$ cat src/common/stp_pkg.sv
// shared constants and types for the stepper translator and protection logic
package stp_pkg;

	// ----------------------------------------------------------------
	// position and translator
	// ----------------------------------------------------------------
	localparam int        POS_W      = 7;
	localparam logic [6:0] POS_HOME  = 7'h10;
	localparam logic [7:0] FULL_PCT  = 8'h64;

	// ----------------------------------------------------------------
	// resolution-select codes
	// ----------------------------------------------------------------
	localparam logic [2:0] MODE_FULL_100 = 3'h0;
	localparam logic [2:0] MODE_HALF_100 = 3'h1;
	localparam logic [2:0] MODE_SIXTEENTH = 3'h2;
	localparam logic [2:0] MODE_THIRTYSECOND = 3'h3;
	localparam logic [2:0] MODE_FULL_70  = 3'h4;
	localparam logic [2:0] MODE_HALF_70  = 3'h5;
	localparam logic [2:0] MODE_QUARTER  = 3'h6;
	localparam logic [2:0] MODE_EIGHTH   = 3'h7;
	localparam logic [2:0] MODE_RESET    = 3'h0;

	// ----------------------------------------------------------------
	// strides in finest positions
	// ----------------------------------------------------------------
	localparam logic [6:0] STRIDE_32  = 7'h01;
	localparam logic [6:0] STRIDE_16  = 7'h02;
	localparam logic [6:0] STRIDE_8   = 7'h04;
	localparam logic [6:0] STRIDE_4   = 7'h08;
	localparam logic [6:0] STRIDE_2   = 7'h10;
	localparam logic [6:0] STRIDE_1   = 7'h20;

	// ----------------------------------------------------------------
	// bridge gate patterns {high a, low a, high b, low b}
	// ----------------------------------------------------------------
	localparam logic [3:0] GATE_OFF    = 4'h0;
	localparam logic [3:0] GATE_POS    = 4'h9;
	localparam logic [3:0] GATE_NEG    = 4'h6;
	localparam logic [3:0] GATE_LOWS   = 4'h5;

	// ----------------------------------------------------------------
	// synchroniser layout and reset values
	// ----------------------------------------------------------------
	localparam int         SYNC_W     = 8;
	localparam logic [7:0] SYNC_RESET = 8'h00;
	localparam int         SY_STEP    = 7;
	localparam int         SY_DIR     = 6;
	localparam int         SY_MS_HI   = 5;
	localparam int         SY_MS_LO   = 3;
	localparam int         SY_DIS     = 2;
	localparam int         SY_SLEEP   = 1;
	localparam int         SY_RESET   = 0;

	typedef enum logic [1:0] {
		ST_LOCKOUT,
		ST_ASLEEP,
		ST_HELD,
		ST_RUN
	} stp_state_t;

endpackage

$ cat src/verilog/stp_translator.sv
// stepper translator, bridge gating and fault protection
//
// What this block does
// - Enable input high switches all bridge FETs off
// - Enable low lets regulation drive the FETs
// - Stepping continues regardless of enable level
// - Sleep low stops FETs, regulator, charge pump
// - Leaving sleep returns translator to home
// - Synchronous rectification during decay, off near zero
// - Overcurrent latches fault, outputs held off
// - Fault pin pulled low while latch set
// - Sleep, load undervoltage, optionally reset clear latch
// - Overtemperature or pump undervoltage disable, non-latched
// - Power-on lockout: outputs off, translator home
// - Full-torque modes drive nonzero windings at 100 percent
// - Common modes follow sine/cosine table
// - Code 001 is half step full torque
// - Code 101 is half step common table
// - Code 111 is eighth step, stride four
// - Each step rising edge advances one increment
// - Direction sampled at step edge, low forward
// - Resolution change applies at next step edge
// - Reset low holds home, outputs off, ignores steps
`timescale 1ns/10ps
module stp_translator #(
	parameter bit TRIP_CLR_ON_RESET = 1'b1
) (
	// clock and reset
	input  wire logic       sys_clk_i,
	input  wire logic       rst_i,
	// host control inputs
	input  wire logic       step_i,
	input  wire logic       dir_i,
	input  wire logic [2:0] step_resolution_select_i,
	input  wire logic       outputs_disable_i,
	input  wire logic       sleep_n_i,
	input  wire logic       reset_n_i,
	// analog status
	input  wire logic       overcurrent_trip_i,
	input  wire logic       over_temp_i,
	input  wire logic       pump_supply_low_i,
	input  wire logic       undervoltage_lockout_i,
	// current regulator status per winding
	input  wire logic [1:0] pwm_off_i,
	input  wire logic [1:0] fast_decay_i,
	input  wire logic [1:0] near_zero_i,
	// winding current commands in percent
	output logic      [7:0] win1_pct_o,
	output logic      [7:0] win2_pct_o,
	// bridge gates {high a, low a, high b, low b}
	output logic      [3:0] gate1_o,
	output logic      [3:0] gate2_o,
	// power control
	output logic            pump_enable_o,
	output logic            regulator_enable_o,
	// open-drain fault pin
	output logic            fault_flag_n_o,
	output logic            fault_flag_n_oe_o,
	// status
	output logic [6:0]      position_o
);

	// ----------------------------------------------------------------
	// input synchronisers
	// ----------------------------------------------------------------
	logic [stp_pkg::SYNC_W-1:0] sync1_reg;
	logic [stp_pkg::SYNC_W-1:0] sync2_reg;
	logic                       step_prev_reg;

	always_ff @(posedge sys_clk_i) begin
		if (rst_i) begin
			sync1_reg     <= stp_pkg::SYNC_RESET;
			sync2_reg     <= stp_pkg::SYNC_RESET;
			step_prev_reg <= 1'b0;
		end else begin
			sync1_reg     <= {step_i, dir_i, step_resolution_select_i,
			                  outputs_disable_i, sleep_n_i, reset_n_i};
			sync2_reg     <= sync1_reg;
			step_prev_reg <= sync2_reg[stp_pkg::SY_STEP];
		end
	end

	logic       step_rise;
	logic       dir_s;
	logic [2:0] mode_s;
	logic       dis_s;
	logic       sleep_s;
	logic       resetn_s;

	assign step_rise = sync2_reg[stp_pkg::SY_STEP] & ~step_prev_reg;
	assign dir_s     = sync2_reg[stp_pkg::SY_DIR];
	assign mode_s    = sync2_reg[stp_pkg::SY_MS_HI:stp_pkg::SY_MS_LO];
	assign dis_s     = sync2_reg[stp_pkg::SY_DIS];
	assign sleep_s   = sync2_reg[stp_pkg::SY_SLEEP];
	assign resetn_s  = sync2_reg[stp_pkg::SY_RESET];

	// ----------------------------------------------------------------
	// operating state
	// ----------------------------------------------------------------
	stp_pkg::stp_state_t state_reg;
	stp_pkg::stp_state_t state_next;

	always_comb begin
		state_next = stp_pkg::ST_RUN;
		if (undervoltage_lockout_i) begin
			state_next = stp_pkg::ST_LOCKOUT;
		end else if (!sleep_s) begin
			state_next = stp_pkg::ST_ASLEEP;
		end else if (!resetn_s) begin
			state_next = stp_pkg::ST_HELD;
		end
	end

	always_ff @(posedge sys_clk_i) begin
		if (rst_i) begin
			state_reg <= stp_pkg::ST_LOCKOUT;
		end else begin
			state_reg <= state_next;
		end
	end

	logic run;
	assign run = (state_reg == stp_pkg::ST_RUN);

	// ----------------------------------------------------------------
	// translator position
	// ----------------------------------------------------------------
	function automatic logic [6:0] stride(input logic [2:0] m);
		logic [6:0] s;
		s = stp_pkg::STRIDE_1;
		unique case (m)
			stp_pkg::MODE_THIRTYSECOND: s = stp_pkg::STRIDE_32;
			stp_pkg::MODE_SIXTEENTH:    s = stp_pkg::STRIDE_16;
			stp_pkg::MODE_EIGHTH:       s = stp_pkg::STRIDE_8;
			stp_pkg::MODE_QUARTER:      s = stp_pkg::STRIDE_4;
			stp_pkg::MODE_HALF_100,
			stp_pkg::MODE_HALF_70:      s = stp_pkg::STRIDE_2;
			stp_pkg::MODE_FULL_100,
			stp_pkg::MODE_FULL_70:      s = stp_pkg::STRIDE_1;
		endcase
		return s;
	endfunction

	function automatic logic full_torque(input logic [2:0] m);
		return (m == stp_pkg::MODE_FULL_100) || (m == stp_pkg::MODE_HALF_100);
	endfunction

	logic [6:0] pos_reg;
	logic [2:0] mode_reg;

	always_ff @(posedge sys_clk_i) begin
		if (rst_i) begin
			pos_reg <= stp_pkg::POS_HOME;
		end else if (!run) begin
			pos_reg <= stp_pkg::POS_HOME;
		end else if (step_rise) begin
			if (!dir_s) begin
				pos_reg <= pos_reg + stride(mode_s);
			end else begin
				pos_reg <= pos_reg - stride(mode_s);
			end
		end
	end

	// mode is taken only with a step edge once running
	always_ff @(posedge sys_clk_i) begin
		if (rst_i) begin
			mode_reg <= stp_pkg::MODE_RESET;
		end else if (!run || step_rise) begin
			mode_reg <= mode_s;
		end
	end

	// ----------------------------------------------------------------
	// winding current table
	// ----------------------------------------------------------------
	logic [6:0] rise_mag;
	logic [6:0] fall_mag;

	stp_sine_lut u_lut (
		.offset_i (pos_reg[4:0]),
		.rise_o   (rise_mag),
		.fall_o   (fall_mag)
	);

	logic [6:0] mag1;
	logic [6:0] mag2;
	logic       neg1;
	logic       neg2;
	logic [7:0] pct1_next;
	logic [7:0] pct2_next;

	always_comb begin
		unique case (pos_reg[6:5])
			2'h0: begin
				mag1 = fall_mag;
				mag2 = rise_mag;
				neg1 = 1'b0;
				neg2 = 1'b0;
			end
			2'h1: begin
				mag1 = rise_mag;
				mag2 = fall_mag;
				neg1 = 1'b1;
				neg2 = 1'b0;
			end
			2'h2: begin
				mag1 = fall_mag;
				mag2 = rise_mag;
				neg1 = 1'b1;
				neg2 = 1'b1;
			end
			2'h3: begin
				mag1 = rise_mag;
				mag2 = fall_mag;
				neg1 = 1'b0;
				neg2 = 1'b1;
			end
		endcase
		if (full_torque(mode_reg)) begin
			if (mag1 != 7'h00) begin
				mag1 = stp_pkg::FULL_PCT[6:0];
			end
			if (mag2 != 7'h00) begin
				mag2 = stp_pkg::FULL_PCT[6:0];
			end
		end
		pct1_next = neg1 ? 8'h00 - {1'b0, mag1} : {1'b0, mag1};
		pct2_next = neg2 ? 8'h00 - {1'b0, mag2} : {1'b0, mag2};
	end

	always_ff @(posedge sys_clk_i) begin
		if (rst_i) begin
			win1_pct_o <= 8'h00;
			win2_pct_o <= 8'h00;
		end else begin
			win1_pct_o <= pct1_next;
			win2_pct_o <= pct2_next;
		end
	end

	assign position_o = pos_reg;

	// ----------------------------------------------------------------
	// overcurrent latch
	// ----------------------------------------------------------------
	logic trip_latch_reg;
	logic trip_clear;

	assign trip_clear = !sleep_s || undervoltage_lockout_i
	                    || (TRIP_CLR_ON_RESET && !resetn_s);

	always_ff @(posedge sys_clk_i) begin
		if (rst_i) begin
			trip_latch_reg <= 1'b0;
		end else if (overcurrent_trip_i) begin
			trip_latch_reg <= 1'b1;
		end else if (trip_clear) begin
			trip_latch_reg <= 1'b0;
		end
	end

	assign fault_flag_n_o    = 1'b0;
	assign fault_flag_n_oe_o = trip_latch_reg;

	// ----------------------------------------------------------------
	// bridge gating and power control
	// ----------------------------------------------------------------
	logic drive_ok;
	assign drive_ok = run && !dis_s && !trip_latch_reg && !over_temp_i && !pump_supply_low_i;

	logic [7:0] pct_w  [2];
	logic [3:0] gate_w [2];
	assign pct_w[0] = win1_pct_o;
	assign pct_w[1] = win2_pct_o;

	for (genvar w = 0; w < 2; w++) begin : g_bridge
		logic [3:0] pat;
		logic [3:0] gate_reg;
		always_comb begin
			pat = stp_pkg::GATE_OFF;
			if (!pwm_off_i[w]) begin
				if (pct_w[w] != 8'h00) begin
					pat = pct_w[w][7] ? stp_pkg::GATE_NEG : stp_pkg::GATE_POS;
				end
			end else if (!near_zero_i[w]) begin
				if (fast_decay_i[w]) begin
					pat = pct_w[w][7] ? stp_pkg::GATE_POS : stp_pkg::GATE_NEG;
				end else begin
					pat = stp_pkg::GATE_LOWS;
				end
			end
		end
		always_ff @(posedge sys_clk_i) begin
			if (rst_i) begin
				gate_reg <= stp_pkg::GATE_OFF;
			end else begin
				gate_reg <= drive_ok ? pat : stp_pkg::GATE_OFF;
			end
		end
		assign gate_w[w] = gate_reg;
	end

	assign gate1_o = gate_w[0];
	assign gate2_o = gate_w[1];

	always_ff @(posedge sys_clk_i) begin
		if (rst_i) begin
			pump_enable_o      <= 1'b0;
			regulator_enable_o <= 1'b0;
		end else begin
			pump_enable_o      <= sleep_s && !undervoltage_lockout_i;
			regulator_enable_o <= sleep_s && !undervoltage_lockout_i;
		end
	end
endmodule

$ cat src/verilog/stp_sine_lut.sv
// quarter-wave winding current magnitudes for one quadrant offset
`timescale 1ns/10ps
module stp_sine_lut (
	// quadrant offset
	input  wire logic [4:0] offset_i,
	// magnitudes in percent
	output logic      [6:0] rise_o,
	output logic      [6:0] fall_o
);

	// ----------------------------------------------------------------
	// magnitude of the component rising from zero
	// ----------------------------------------------------------------
	function automatic logic [6:0] rise_val(input logic [5:0] j);
		logic [6:0] v;
		v = 7'h00;
		unique case (j)
			6'h00: v = 7'h00;
			6'h01: v = 7'h05;
			6'h02: v = 7'h0A;
			6'h03: v = 7'h0F;
			6'h04: v = 7'h14;
			6'h05: v = 7'h18;
			6'h06: v = 7'h1D;
			6'h07: v = 7'h22;
			6'h08: v = 7'h26;
			6'h09: v = 7'h2B;
			6'h0A: v = 7'h2F;
			6'h0B: v = 7'h33;
			6'h0C: v = 7'h38;
			6'h0D: v = 7'h3C;
			6'h0E: v = 7'h3F;
			6'h0F: v = 7'h43;
			6'h10: v = 7'h47;
			6'h11: v = 7'h4A;
			6'h12: v = 7'h4D;
			6'h13: v = 7'h50;
			6'h14: v = 7'h53;
			6'h15: v = 7'h56;
			6'h16: v = 7'h58;
			6'h17: v = 7'h5A;
			6'h18: v = 7'h5C;
			6'h19: v = 7'h5E;
			6'h1A: v = 7'h60;
			6'h1B: v = 7'h61;
			6'h1C: v = 7'h62;
			6'h1D: v = 7'h63;
			6'h1E, 6'h1F, 6'h20: v = 7'h64;
			default: v = 7'h00;
		endcase
		return v;
	endfunction

	logic [5:0] mirror;

	// the falling component is one percent lower at two table points
	always_comb begin
		mirror = 6'h20 - {1'b0, offset_i};
		rise_o = rise_val({1'b0, offset_i});
		fall_o = rise_val(mirror);
		if (mirror == 6'h04 || mirror == 6'h0C) begin
			fall_o = rise_val(mirror) - 7'h01;
		end
	end

endmodule

$ cat config.mk
export PLATFORM = sky130hd
export DESIGN_NAME = stp_translator
export DESIGN_NICKNAME = d
export VERILOG_FILES = /design/src/common/stp_pkg.sv /design/src/verilog/stp_translator.sv /design/src/verilog/stp_sine_lut.sv
export SDC_FILE = /design/constraint.sdc
export NUM_CORES = 1
export LEC_CHECK = 0
export BUFFER_PORTS_ARGS = -buffer_cell sky130_fd_sc_hd__buf_4
export CAP_MARGIN = 40
export CORE_MARGIN = 5
export CORE_UTILIZATION = 55
export CTS_CLUSTER_DIAMETER = 40
export DETAILED_ROUTE_END_ITERATION = 16
export PLACE_DENSITY = 0.77
export SLEW_MARGIN = 20
export SYNTH_ARGS = -nofsm -noshare
export SYNTH_HDL_FRONTEND = slang
export SYNTH_HIERARCHICAL = 1
export SYNTH_SLANG_ARGS = --single-unit
export TNS_END_PERCENT = 100
$ cat constraint.sdc
create_clock -name sys_clk_i -period 5.36 [get_ports sys_clk_i]
set_input_delay 0.268 -clock sys_clk_i [delete_from_list [all_inputs] [get_ports sys_clk_i]]
set_output_delay 0.268 -clock sys_clk_i [all_outputs]
set_load 0.01 [all_outputs]
==> impl_metrics.py, run 1 <==
metrics = {
    "detailed_routing": {
        "routedWlPerCell_microns": 14.40,
        "met1_length_microns": 4235,
        "dr.pass1.iters": 5,
        "wl_met3_microns": 485,
        "dr_total_vias": 3682,
        "drc_errors": 0,
        "viasPerCell": 5.639,
        "highest_layer": "met4",
        "ant_nets": 0,
        "first_iter_violations": 226,
        "met2WireLength_microns": 4563,
        "wirelength_microns": 9406,
    },
    "critical_path": {
        "worstReg2RegEnd": "win1_pct_o[4]",
        "cp_slowest_cell": "xnor2_1",
        "critPathArrivalTime_ns": 4.85,
        "crit_path_end_kind": "flop",
        "r2r_start": "position_o[0]",
        "worstPathRequired_ns": 5.57,
        "path_max_fanout": 11,
        "cp_slowest_stage_delay_ns": 0.73,
        "reg2reg_depth": 18,
        "startpoint": "position_o[0]",
        "critPathLaunchType": "flop",
        "crit_path_cell_trace": "inv_1 > ha_1 > xnor2_1 > and2_0 > mux2i_1 > nand3b_1 > a22o_1 > ha_1 > nand2_1 > nor2_1 > nand4_1 > xnor2_1 > nor3_1 > nand2_1 > mux4_2 > o31ai_2 > xor2_1 > nor2_1",
        "r2r_slack_ns": 0.72,
        "crit_type": "reg2reg",
    },
    "synth": {
        "ys_ff_latch": 59,
        "synthArstFlopShare": 0,
        "synth_top_area_frac": 0.2904,
        "synth_compound_area_frac": 0.1898,
        "synth_mux_area_frac": 0.06490,
        "syn-num-nets": 554,
        "yosys-top-cells-area": "dfxtp_1 (29%), ha_1 (7.7%), nand2_1 (4.5%), nor2_1 (4.3%), a21oi_1 (4.3%)",
        "yosysTopAreaCell": "dfxtp_1",
        "ys_types": 66,
        "syn_area_sq_um": 4068,
        "synth-simple-area-share": 0.2476,
        "synth_ff_type": "dfxtp_1",
        "synthAdderAreaFrac": 0.08705,
        "ys_warn_count": 6,
        "synth_edf_count": 0,
        "syn_area_per_cell_sq_um": 8.007,
        "synth_top_family_by_area": "simple AND/OR/NAND/NOR gates",
        "synth-seq-area-share": 0.2904,
        "synth_xor_area_frac": 0.05598,
        "syn-instance-count": 508,
    },
    "finish": {
        "final_cell_area_sq_um": 4651,
        "antenna_cells": 0,
        "synthToLayoutAreaGrowth_pct": 14.33,
        "finalNetCount": 595,
        "fillCellCount": 631,
        "finalNonFillerCells": 653,
        "drive_above_1_share": 0.1823,
        "post-route-util": 0.6446,
    },
    "clocking": {
        "clk_pin_slew_ns": 0.07,
        "root_buffer": "clkbuf_8",
        "clkLatencyLatePin_ns": 0.34,
        "holdBufCountCts": 0,
        "cts_resized": 0,
        "numCtsBuffers": 9,
        "cts_buffer_depth": 2,
        "postCtsSetupBuffers": 0,
        "cts_tree": "built",
        "clock-sinks": 59,
        "htreeDepth": 3,
    },
    "sta": {
        "max_slew_margin": 0.4249,
        "rsz0062_at_grt": "no",
        "setup_tns_ns": 0,
        "finalSetupViolCount": 0,
        "post-route-period-util": 0.8651,
        "maxSlewViolCount": 0,
        "worst_pin_slew_ns": 0.8565,
        "max_freq_mhz": 215.7,
        "skew_ns": 0.01291,
        "hold_viol": 0,
        "period_needed_ns": 4.637,
    },
    "die": {
        "die-area_sq_um": 9216,
        "core-area_sq_um": 7214,
        "die_w_microns": 96,
        "die_y_microns": 96,
        "initial_utilization": 0.5638,
        "ios": 55,
        "num_rows": 31,
    },
    "power_and_ir_drop": {
        "p_seq_frac": 0.517,
        "p_leak_uw": 0.001855,
        "switching_share": 0.2576,
        "p_clk_frac": 0.399,
        "p_total_uw": 884.3,
        "switchingPower_uw": 227.8,
        "p_comb_frac": 0.085,
        "power_density_nw_per_um2": 190.1,
        "ir_worst_vdd_mv": 0.2189,
        "p_int_uw": 656.5,
    },
    "worst_hold_path": {
        "holdPathEnd": "state_reg[0]",
        "worstHoldPathCells": 2,
        "hp-class": "in2reg",
        "hold_start": "undervoltage_lockout_i",
    },
    "placed_design": {
        "port_buffers": 53,
        "routabilityCongestion": 0.9160,
        "dp_hpwl_microns": 7176,
        "placed_cells": 636,
        "place_area_sq_um": 4467,
    },
    "flow_run": {
        "maxCapViolCount": 0,
    },
    "global_routing": {
        "grt_pass1_wl_microns": 15930,
        "grt-ovfl-total": 0,
        "grt_usage": 0.2171,
        "antenna_found_initial": 0,
        "first_global_vias": 3402,
        "grt_max_degree": 41,
    },
    "status": {
        "status": "complete, no violations",
    },
}
-- power groups by stage --
stage / registers, uW / logic (uW) / clock network [uW]
after floorplan: 467 / 47.3 / 0
after global placement: 467 / 72.9 / 0
after detailed placement: 467 / 75.1 / 0
after CTS: 457 / 75.5 / 360
after global routing: 458 / 84.4 / 383
final: 457 / 74.9 / 352
-- layer usage --
layer	GRT usage	vias to the layer above
li1	-	1868
met1	0.2917	1706
met2	0.3456	97
met3	0.05317	11
met5	0	-
met4	0.06043	0
-- final cells by class --
class,instances,area (sq um),share of cell area
clock inverters,7,52.55,0.01130
multi-input cells,395,2629,0.5652
clock buffers,9,123.9,0.02663
well taps,99,123.9,0.02663
repair buffers,60,450.4,0.09685
flip-flops and latches,59,1181,0.2540
inverters,24,90.09,0.01937
-- worst max path at each step --
stage / endpoint
after floorplan: win1_pct_o[4]
after global placement: win1_pct_o[4]
after detailed placement: win1_pct_o[4]
after CTS: win1_pct_o[4]
after global routing: win1_pct_o[4]
final: win1_pct_o[4]
-- worst max-delay path: cells and delay by family, from the launching register on --
kind | cells | cell delay [ns]
buffers and inverters | 1 | 0.17
xor gates and xnor gates | 3 | 1.10
and+or+nand+nor | 8 | 1.18
muxes | 2 | 0.63
adders and majority gates | 2 | 0.59
AOI/OAI and AO/OA | 2 | 0.48
DFF | 1 | 0.35
-- cell usage in the layout, fill, tap and decap left out, types with 6 or more instances in the layout --
| cell type | n |
|---|---|
| nand2_1 | 49 |
| nand3_1 | 14 |
| nor2b_1 | 24 |
| nor2_1 | 47 |
| buf_4 | 59 |
| mux2i_1 | 14 |
| a211oi_1 | 6 |
| ha_1 | 25 |
| xnor2_1 | 18 |
| xor2_1 | 8 |
| dfxtp_1 | 59 |
| o31ai_1 | 6 |
| inv_1 | 24 |
| clkbuf_8 | 9 |
| o21ai_0 | 34 |
| nor3b_1 | 6 |
| a21oi_1 | 35 |
| nor3_1 | 18 |
| a31oi_1 | 7 |
| mux2_2 | 7 |
-- per-stage QoR --
step	hold WS [ns]	setup WS, ns
floorplan	0.3438	1.089
global placement	0.4157	0.9089
detailed placement	0.4270	0.6466
CTS	0.09592	0.6134
global route	0.1027	0.3742
finish	0.1112	0.7233
-- logic make-up after synthesis --
logic type,count (synthesis)
and+or+nand+nor,196
buffers and inverters,54
DFF,59
muxes,23
AOI/OAI and AO/OA,121
other,1
adders and majority gates,28
xor gates and xnor gates,26
-- synth_stat cells (all sizes together) (5+ instances only) --
| cell type | count |
|---|---|
| a31oi | 7 |
| nand2b | 5 |
| nor2b | 25 |
| buf | 17 |
| o21ai | 34 |
| xnor2 | 18 |
| mux2 | 7 |
| nor2 | 48 |
| dfxtp | 59 |
| xor2 | 8 |
| inv | 24 |
| clkbuf | 13 |
| nand2 | 49 |
| or3 | 5 |
| mux2i | 14 |
| ha | 25 |
| nor3b | 7 |
| nor3 | 19 |
| nor4 | 5 |
| a211oi | 7 |
| a21oi | 35 |
| o31ai | 7 |
| nand3 | 14 |
No activity file was read; power rests on OpenSTA's default activity.
==> inputs of run 2 (changes only) <==
--- a/config.mk
+++ b/config.mk
@@ -5,13 +5,13 @@
 export SDC_FILE = /design/constraint.sdc
 export NUM_CORES = 1
 export LEC_CHECK = 0
+export ABC_AREA = 1
 export BUFFER_PORTS_ARGS = -buffer_cell sky130_fd_sc_hd__buf_4
 export CAP_MARGIN = 40
 export CORE_MARGIN = 5
-export CORE_UTILIZATION = 55
+export CORE_UTILIZATION = 40
 export CTS_CLUSTER_DIAMETER = 40
 export DETAILED_ROUTE_END_ITERATION = 16
-export PLACE_DENSITY = 0.77
 export SLEW_MARGIN = 20
 export SYNTH_ARGS = -nofsm -noshare
 export SYNTH_HDL_FRONTEND = slang
==> impl_metrics.py, run 2 <==
metrics = {
    "finish": {
        "seqCellArea_sq_um": 1181,
        "antenna_cells": 0,
        "fillCellCount": 1048,
        "drive_above_1_share": 0.1759,
        "final_common_cell": "nand2_1",
        "multi_input_area_sq_um": 2385,
        "finalNonFillerCells": 824,
        "finalNetCount": 729,
        "final_cell_mix": "nand2_1 (142), inv_1 (106), nor2_1 (69)",
        "synthToLayoutAreaGrowth_pct": 16.36,
    },
    "detailed_routing": {
        "drc_errors": 0,
        "routedWlPerCell_microns": 11.32,
        "viasPerCell": 4.830,
        "wirelength_microns": 9329,
        "dr.pass1.iters": 5,
        "first_iter_violations": 173,
        "ant_nets": 0,
        "dr_total_vias": 3980,
    },
    "clocking": {
        "root_buffer": "clkbuf_8",
        "clk_pin_slew_ns": 0.08,
        "clock-sinks": 59,
        "cts_tree": "built",
        "cts_resized": 0,
        "clkLatencyLatePin_ns": 0.34,
        "postCtsSetupBuffers": 0,
        "holdBufCountCts": 0,
        "htreeDepth": 3,
        "cts_buffer_depth": 2,
        "numCtsBuffers": 9,
    },
    "power_and_ir_drop": {
        "p_seq_frac": 0.472,
        "switching_share": 0.2520,
        "ir_worst_vdd_mv": 0.1497,
        "p_leak_uw": 0.002512,
        "p_int_uw": 722.2,
        "switchingPower_uw": 243.4,
        "p_comb_frac": 0.094,
        "p_clk_frac": 0.434,
        "power_density_nw_per_um2": 202.0,
    },
    "critical_path": {
        "crit_type": "reg2reg",
        "crit_path_end_kind": "flop",
        "critPathArrivalTime_ns": 4.30,
        "path_max_fanout": 18,
        "critPathLaunchType": "flop",
        "worstPathRequired_ns": 5.59,
    },
    "synth": {
        "netlist_top_cells_count": "nand2_1 (142), inv_1 (106), nor2_1 (69)",
        "ys_warn_count": 6,
        "synth_top_area_frac": 0.2875,
        "ys_ff_latch": 59,
        "ys_types": 46,
        "syn-instance-count": 636,
        "synthArstFlopShare": 0,
        "synth-seq-area-share": 0.2875,
        "synth_edf_count": 0,
        "synth_ff_type": "dfxtp_1",
        "syn_area_per_cell_sq_um": 6.459,
        "synth_most_common_cell": "nand2_1",
        "yosysTopAreaCell": "dfxtp_1",
        "yosys-top-cells-area": "dfxtp_1 (29%), nand2_1 (13%), inv_1 (9.7%), ha_1 (7.6%), nand3_1 (7.3%)",
        "syn_area_sq_um": 4108,
        "syn-num-nets": 682,
    },
    "die": {
        "die_y_microns": 111.3,
        "num_rows": 37,
        "ios": 55,
        "die_w_microns": 111.3,
        "initial_utilization": 0.4033,
        "die-area_sq_um": 12400,
        "core-area_sq_um": 10180,
    },
    "flow_run": {
        "maxCapViolCount": 0,
    },
    "placed_design": {
        "pre_cts_slack_ns": 1.369,
        "port_buffers": 53,
        "routabilityCongestion": 0.8527,
        "dp_hpwl_microns": 7369,
        "placed_cells": 808,
    },
    "sta": {
        "max_freq_mhz": 245.5,
        "rsz0062_at_grt": "no",
        "setup_tns_ns": 0,
        "maxSlewViolCount": 0,
        "hold_viol": 0,
        "worst_pin_slew_ns": 0.7265,
        "fin_ws_ns": 1.287,
        "period_needed_ns": 4.073,
        "post-route-period-util": 0.7599,
        "skew_ns": 0.01197,
        "finalSetupViolCount": 0,
        "max_slew_margin": 0.5139,
    },
    "global_routing": {
        "first_global_vias": 3715,
        "grt_max_degree": 27,
        "antenna_found_initial": 0,
        "grt_usage": 0.1515,
        "grt-ovfl-total": 0,
        "grt_pass1_wl_microns": 16100,
    },
    "status": {
        "status": "complete, no violations",
    },
    "worst_hold_path": {
        "hp-class": "in2reg",
    },
}
## run 2: cell types whose count changed in the layout (fill, tap and decap cells not counted), moves of 22 or more
| cell | delta |
|---|---|
| nor2_1 | +22 |
| nand3_1 | +46 |
| nor2b_1 | -24 |
| inv_1 | +82 |
| nand2_1 | +93 |
| nand2_2 | +22 |
## run 2: per-layer routing
metal	GRT usage	vias to the layer above	part of all wire
li1	-	2103	-
met2	0.2674	73	0.49
met4	0.03893	0	0.011
met3	0.02989	10	0.045
met1	0.1892	1794	0.46
met5	0	-	0
## run 2: stage by stage
step | instance area, sq um | power, uW | util | hold WS, ns
finish | 4780 | 965.6 | 0.4693 | 0.1005
global route | 4780 | 1010 | 0.4693 | 0.07859
CTS | 4780 | 981.2 | 0.4693 | 0.07882
detailed placement | 4569 | 557.3 | 0.4486 | 0.3981
global placement | 4558 | 554.9 | 0.4475 | 0.3907
floorplan | 4108 | 527.9 | - | 0.3404
## run 2: worst paths after layout
check / start / to / slack, ns / depth (start not counted)
max: position_o[2] / win2_pct_o[6] / 1.29 / 25
min: undervoltage_lockout_i / state_reg[1] / 0.10 / 2
max reg2reg: position_o[2] / win2_pct_o[6] / 1.29 / 25
min reg2reg: sync1_reg[2] / sync2_reg[2] / 0.40 / 2
## run 2: layout make-up
| type | instances | area share |
|---|---|---|
| Clock inverter | 6 | 0.01518 |
| Tap cell | 136 | 0.03560 |
| Inverter | 113 | 0.08874 |
| Multi-Input combinational cell | 446 | 0.4990 |
| Sequential cell | 59 | 0.2471 |
| Timing Repair Buffer | 54 | 0.08560 |
| Clock buffer | 10 | 0.02880 |
## run 2: kinds of logic (layout without fill, tap and decap cells)
group / Yosys count / count (layout) / share of synthesized area
other cells: 1 / 1 / 0.0009129
simple gates: 327 / 327 / 0.3591
mux: 3 / 3 / 0.007311
compound gates: 82 / 82 / 0.1173
buf+inv: 131 / 183 / 0.1319
flops: 59 / 59 / 0.2875
fa+ha+maj: 26 / 26 / 0.08102
xor+xnor: 7 / 7 / 0.01493
## run 2: worst max-delay path: stages (launching register included)
cell	delay, ns
dfxtp_1	0.73
inv_1	0.38
ha_1	0.33
nand2_1	0.09
nand2_1	0.05
nand2_1	0.30
nand3_1	0.13
nand2_1	0.09
nand2_1	0.06
nand3_2	0.10
ha_1	0.14
inv_1	0.03
nor2_1	0.20
nand3_2	0.13
nor2_1	0.10
nand2_1	0.06
nand2_1	0.06
inv_1	0.04
o21ai_0	0.29
nor2_1	0.11
nand2_2	0.13
nand2_1	0.09
nand2_1	0.06
nand2_1	0.06
a21oi_1	0.14
nor2_1	0.05
## run 2: power groups by stage
stage / combinational, uW / sequential (uW) / clock (uW)
floorplan: 60.5 / 467 / 0
global placement: 88.9 / 466 / 0
detailed placement: 90.9 / 466 / 0
CTS: 91.4 / 456 / 434
global route: 104 / 458 / 447
finish: 90.6 / 456 / 419
==> inputs of run 3 (changes only) <==
==> constraint.sdc (replaced) <==
create_clock -name sys_clk_i -period 3.7 [get_ports sys_clk_i]
set_input_delay 0.185 -clock sys_clk_i [delete_from_list [all_inputs] [get_ports sys_clk_i]]
set_output_delay 0.185 -clock sys_clk_i [all_outputs]
set_load 0.01 [all_outputs]
==> impl_metrics.py, run 3 (synthesis results as in run 2) <==
metrics = {
    "finish": {
        "final_cell_area_sq_um": 4811,
        "drive_above_1_share": 0.1856,
        "fillCellCount": 1080,
        "final_common_cell": "nand2_1",
        "synthToLayoutAreaGrowth_pct": 17.12,
        "final_cell_mix": "nand2_1 (141), inv_1 (106), nor2_1 (69)",
        "antenna_cells": 0,
        "post-route-util": 0.4724,
        "finalNetCount": 736,
    },
    "detailed_routing": {
        "ant_nets": 0,
        "drc_errors": 0,
        "first_iter_violations": 270,
        "wirelength_microns": 9229,
        "routedWlPerCell_microns": 11.11,
        "viasPerCell": 4.746,
        "dr_total_vias": 3944,
        "dr.pass1.iters": 5,
    },
    "critical_path": {
        "crit_path_end_kind": "flop",
        "crit_path_cell_trace": "inv_1 > ha_2 > nand2_2 > nand2_2 > nand2_1 > nand3_1 > nand3_1 > nand3_2 > ha_1 > inv_1 > nor2_1 > nand3_2 > nor2_1 > nand2_1 > nand2_1 > inv_1 > o21ai_0 > nor2_1 > nand2_2 > nand2_1 > nand2_1 > nand2_1 > a21oi_1 > nor2_1",
        "r2r_start": "position_o[1]",
        "cp_slowest_cell": "dfxtp_1",
        "worstReg2RegEnd": "win2_pct_o[6]",
        "crit_path_frequent_cell": "nand2_1",
        "r2r_slack_ns": 0.40,
        "worstPathRequired_ns": 3.92,
        "reg2reg_depth": 24,
        "critPathArrivalTime_ns": 3.52,
        "critPathLaunchType": "flop",
        "cp_slowest_stage_delay_ns": 0.31,
        "crit_type": "reg2reg",
        "path_max_fanout": 12,
    },
    "sta": {
        "max_freq_mhz": 303.3,
        "finalSetupViolCount": 0,
        "maxSlewViolCount": 0,
        "post-route-period-util": 0.8911,
        "worst_pin_slew_ns": 0.6337,
        "hold_viol": 0,
        "max_slew_margin": 0.5760,
        "skew_ns": 0.01111,
        "fin_hold_ws_ns": 0.04654,
        "setup_tns_ns": 0,
        "period_needed_ns": 3.297,
    },
    "power_and_ir_drop": {
        "switching_share": 0.2659,
        "p_int_uw": 977.6,
        "p_comb_frac": 0.099,
        "p_seq_frac": 0.496,
        "p_total_uw": 1332,
        "ir_worst_vdd_mv": 0.2027,
        "power_density_nw_per_um2": 276.8,
        "p_leak_uw": 0.002534,
        "p_clk_frac": 0.405,
        "switchingPower_uw": 354.0,
    },
    "clocking": {
        "cts_buffer_depth": 2,
        "clkLatencyLatePin_ns": 0.34,
        "postCtsSetupBuffers": 0,
        "cts_tree": "built",
        "clk_pin_slew_ns": 0.08,
        "clock-sinks": 59,
        "htreeDepth": 3,
        "numCtsBuffers": 9,
        "root_buffer": "clkbuf_8",
    },
    "placed_design": {
        "port_buffers": 53,
        "dp_hpwl_microns": 7309,
        "routabilityCongestion": 0.9133,
        "place_area_sq_um": 4611,
    },
    "worst_hold_path": {
        "hold_start": "step_resolution_select_i[0]",
        "hp-class": "in2reg",
        "worstHoldPathCells": 3,
        "holdPathEnd": "sync1_reg[3]",
    },
    "global_routing": {
        "grt_pass1_wl_microns": 15860,
        "first_global_vias": 3560,
        "antenna_found_initial": 0,
        "grt_usage": 0.1505,
        "grt_max_degree": 27,
        "grt-ovfl-total": 0,
    },
    "status": {
        "status": "complete, no violations",
    },
    "die": {
        "die_w_microns": 111.3,
        "initial_utilization": 0.4033,
        "die-area_sq_um": 12400,
        "num_rows": 37,
        "core-area_sq_um": 10180,
        "die_y_microns": 111.3,
        "ios": 55,
    },
    "flow_run": {
        "maxCapViolCount": 0,
    },
}
## run 3: cell types whose count changed in the layout (fill, tap and decap cells not counted), sizes merged
cell         before  now
clkinv            2    3
dlygate4sd3       0    1
bufinv            1    0
buf              54   60
## run 3: per-layer routing
layer  routed length [microns]  share of wire  global-route usage  vias up
li1                          -              -                   -     2103
met1                      4199           0.45              0.1889     1750
met2                      4558           0.49              0.2618       85
met3                       395          0.043             0.03043        6
met4                        76         0.0082             0.04298        0
met5                         0              0                   0        -
## run 3: repair_timing
item,4_1_cts,5_1_grt
setup endpoints to repair,0,1
hold buffers,1,0
gates resized for setup,0,2
hold endpoints to repair,1,0
## run 3: how the worst max path moves through the flow
stage	start	endpoint	slack, ns	cells after the start
2_1_floorplan	position_o[1]	win2_pct_o[6]	0.46	22
3_3_place_gp	position_o[1]	win1_pct_o[6]	0.54	24
3_5_place_dp	position_o[1]	win2_pct_o[6]	0.41	24
4_1_cts	position_o[1]	win2_pct_o[6]	0.39	24
5_1_grt	position_o[1]	win2_pct_o[6]	-0.0007	24
6_report	position_o[1]	win2_pct_o[6]	0.40	24
## run 3: layout make-up
type                    count  area, sq um  area share
flip-flops and latches     59         1181      0.2455
inverters                 113        424.2     0.08817
well taps                 136        170.2     0.03537
clock inverters             6        47.55    0.009883
multi-input cells         446         2390      0.4967
repair buffers             61        460.4     0.09571
clock buffers              10        137.6     0.02861
## run 3: through the flow
step | worst slack (ns) | std cells
global route | -0.0006652 | 831
detailed placement | 0.4148 | 814
floorplan | 0.4588 | 636
global placement | 0.5371 | 814
CTS | 0.3854 | 831
finish | 0.4030 | 831
## run 3: worst max-delay path, delay by kind of cell, from the launching register on
family	cells	cell delay [ns]
simple gates	17	1.76
compound gates	2	0.38
flops	1	0.31
buf+inv	3	0.26
fa+ha+maj	2	0.44
## run 3: power groups by stage
stage / Clock, uW / Combinational (uW) / Sequential, uW
finish: 539 / 132 / 660
global route: 589 / 153 / 663
global placement: 0 / 129 / 675
CTS: 560 / 133 / 660
detailed placement: 0 / 132 / 675
floorplan: 0 / 87.7 / 677
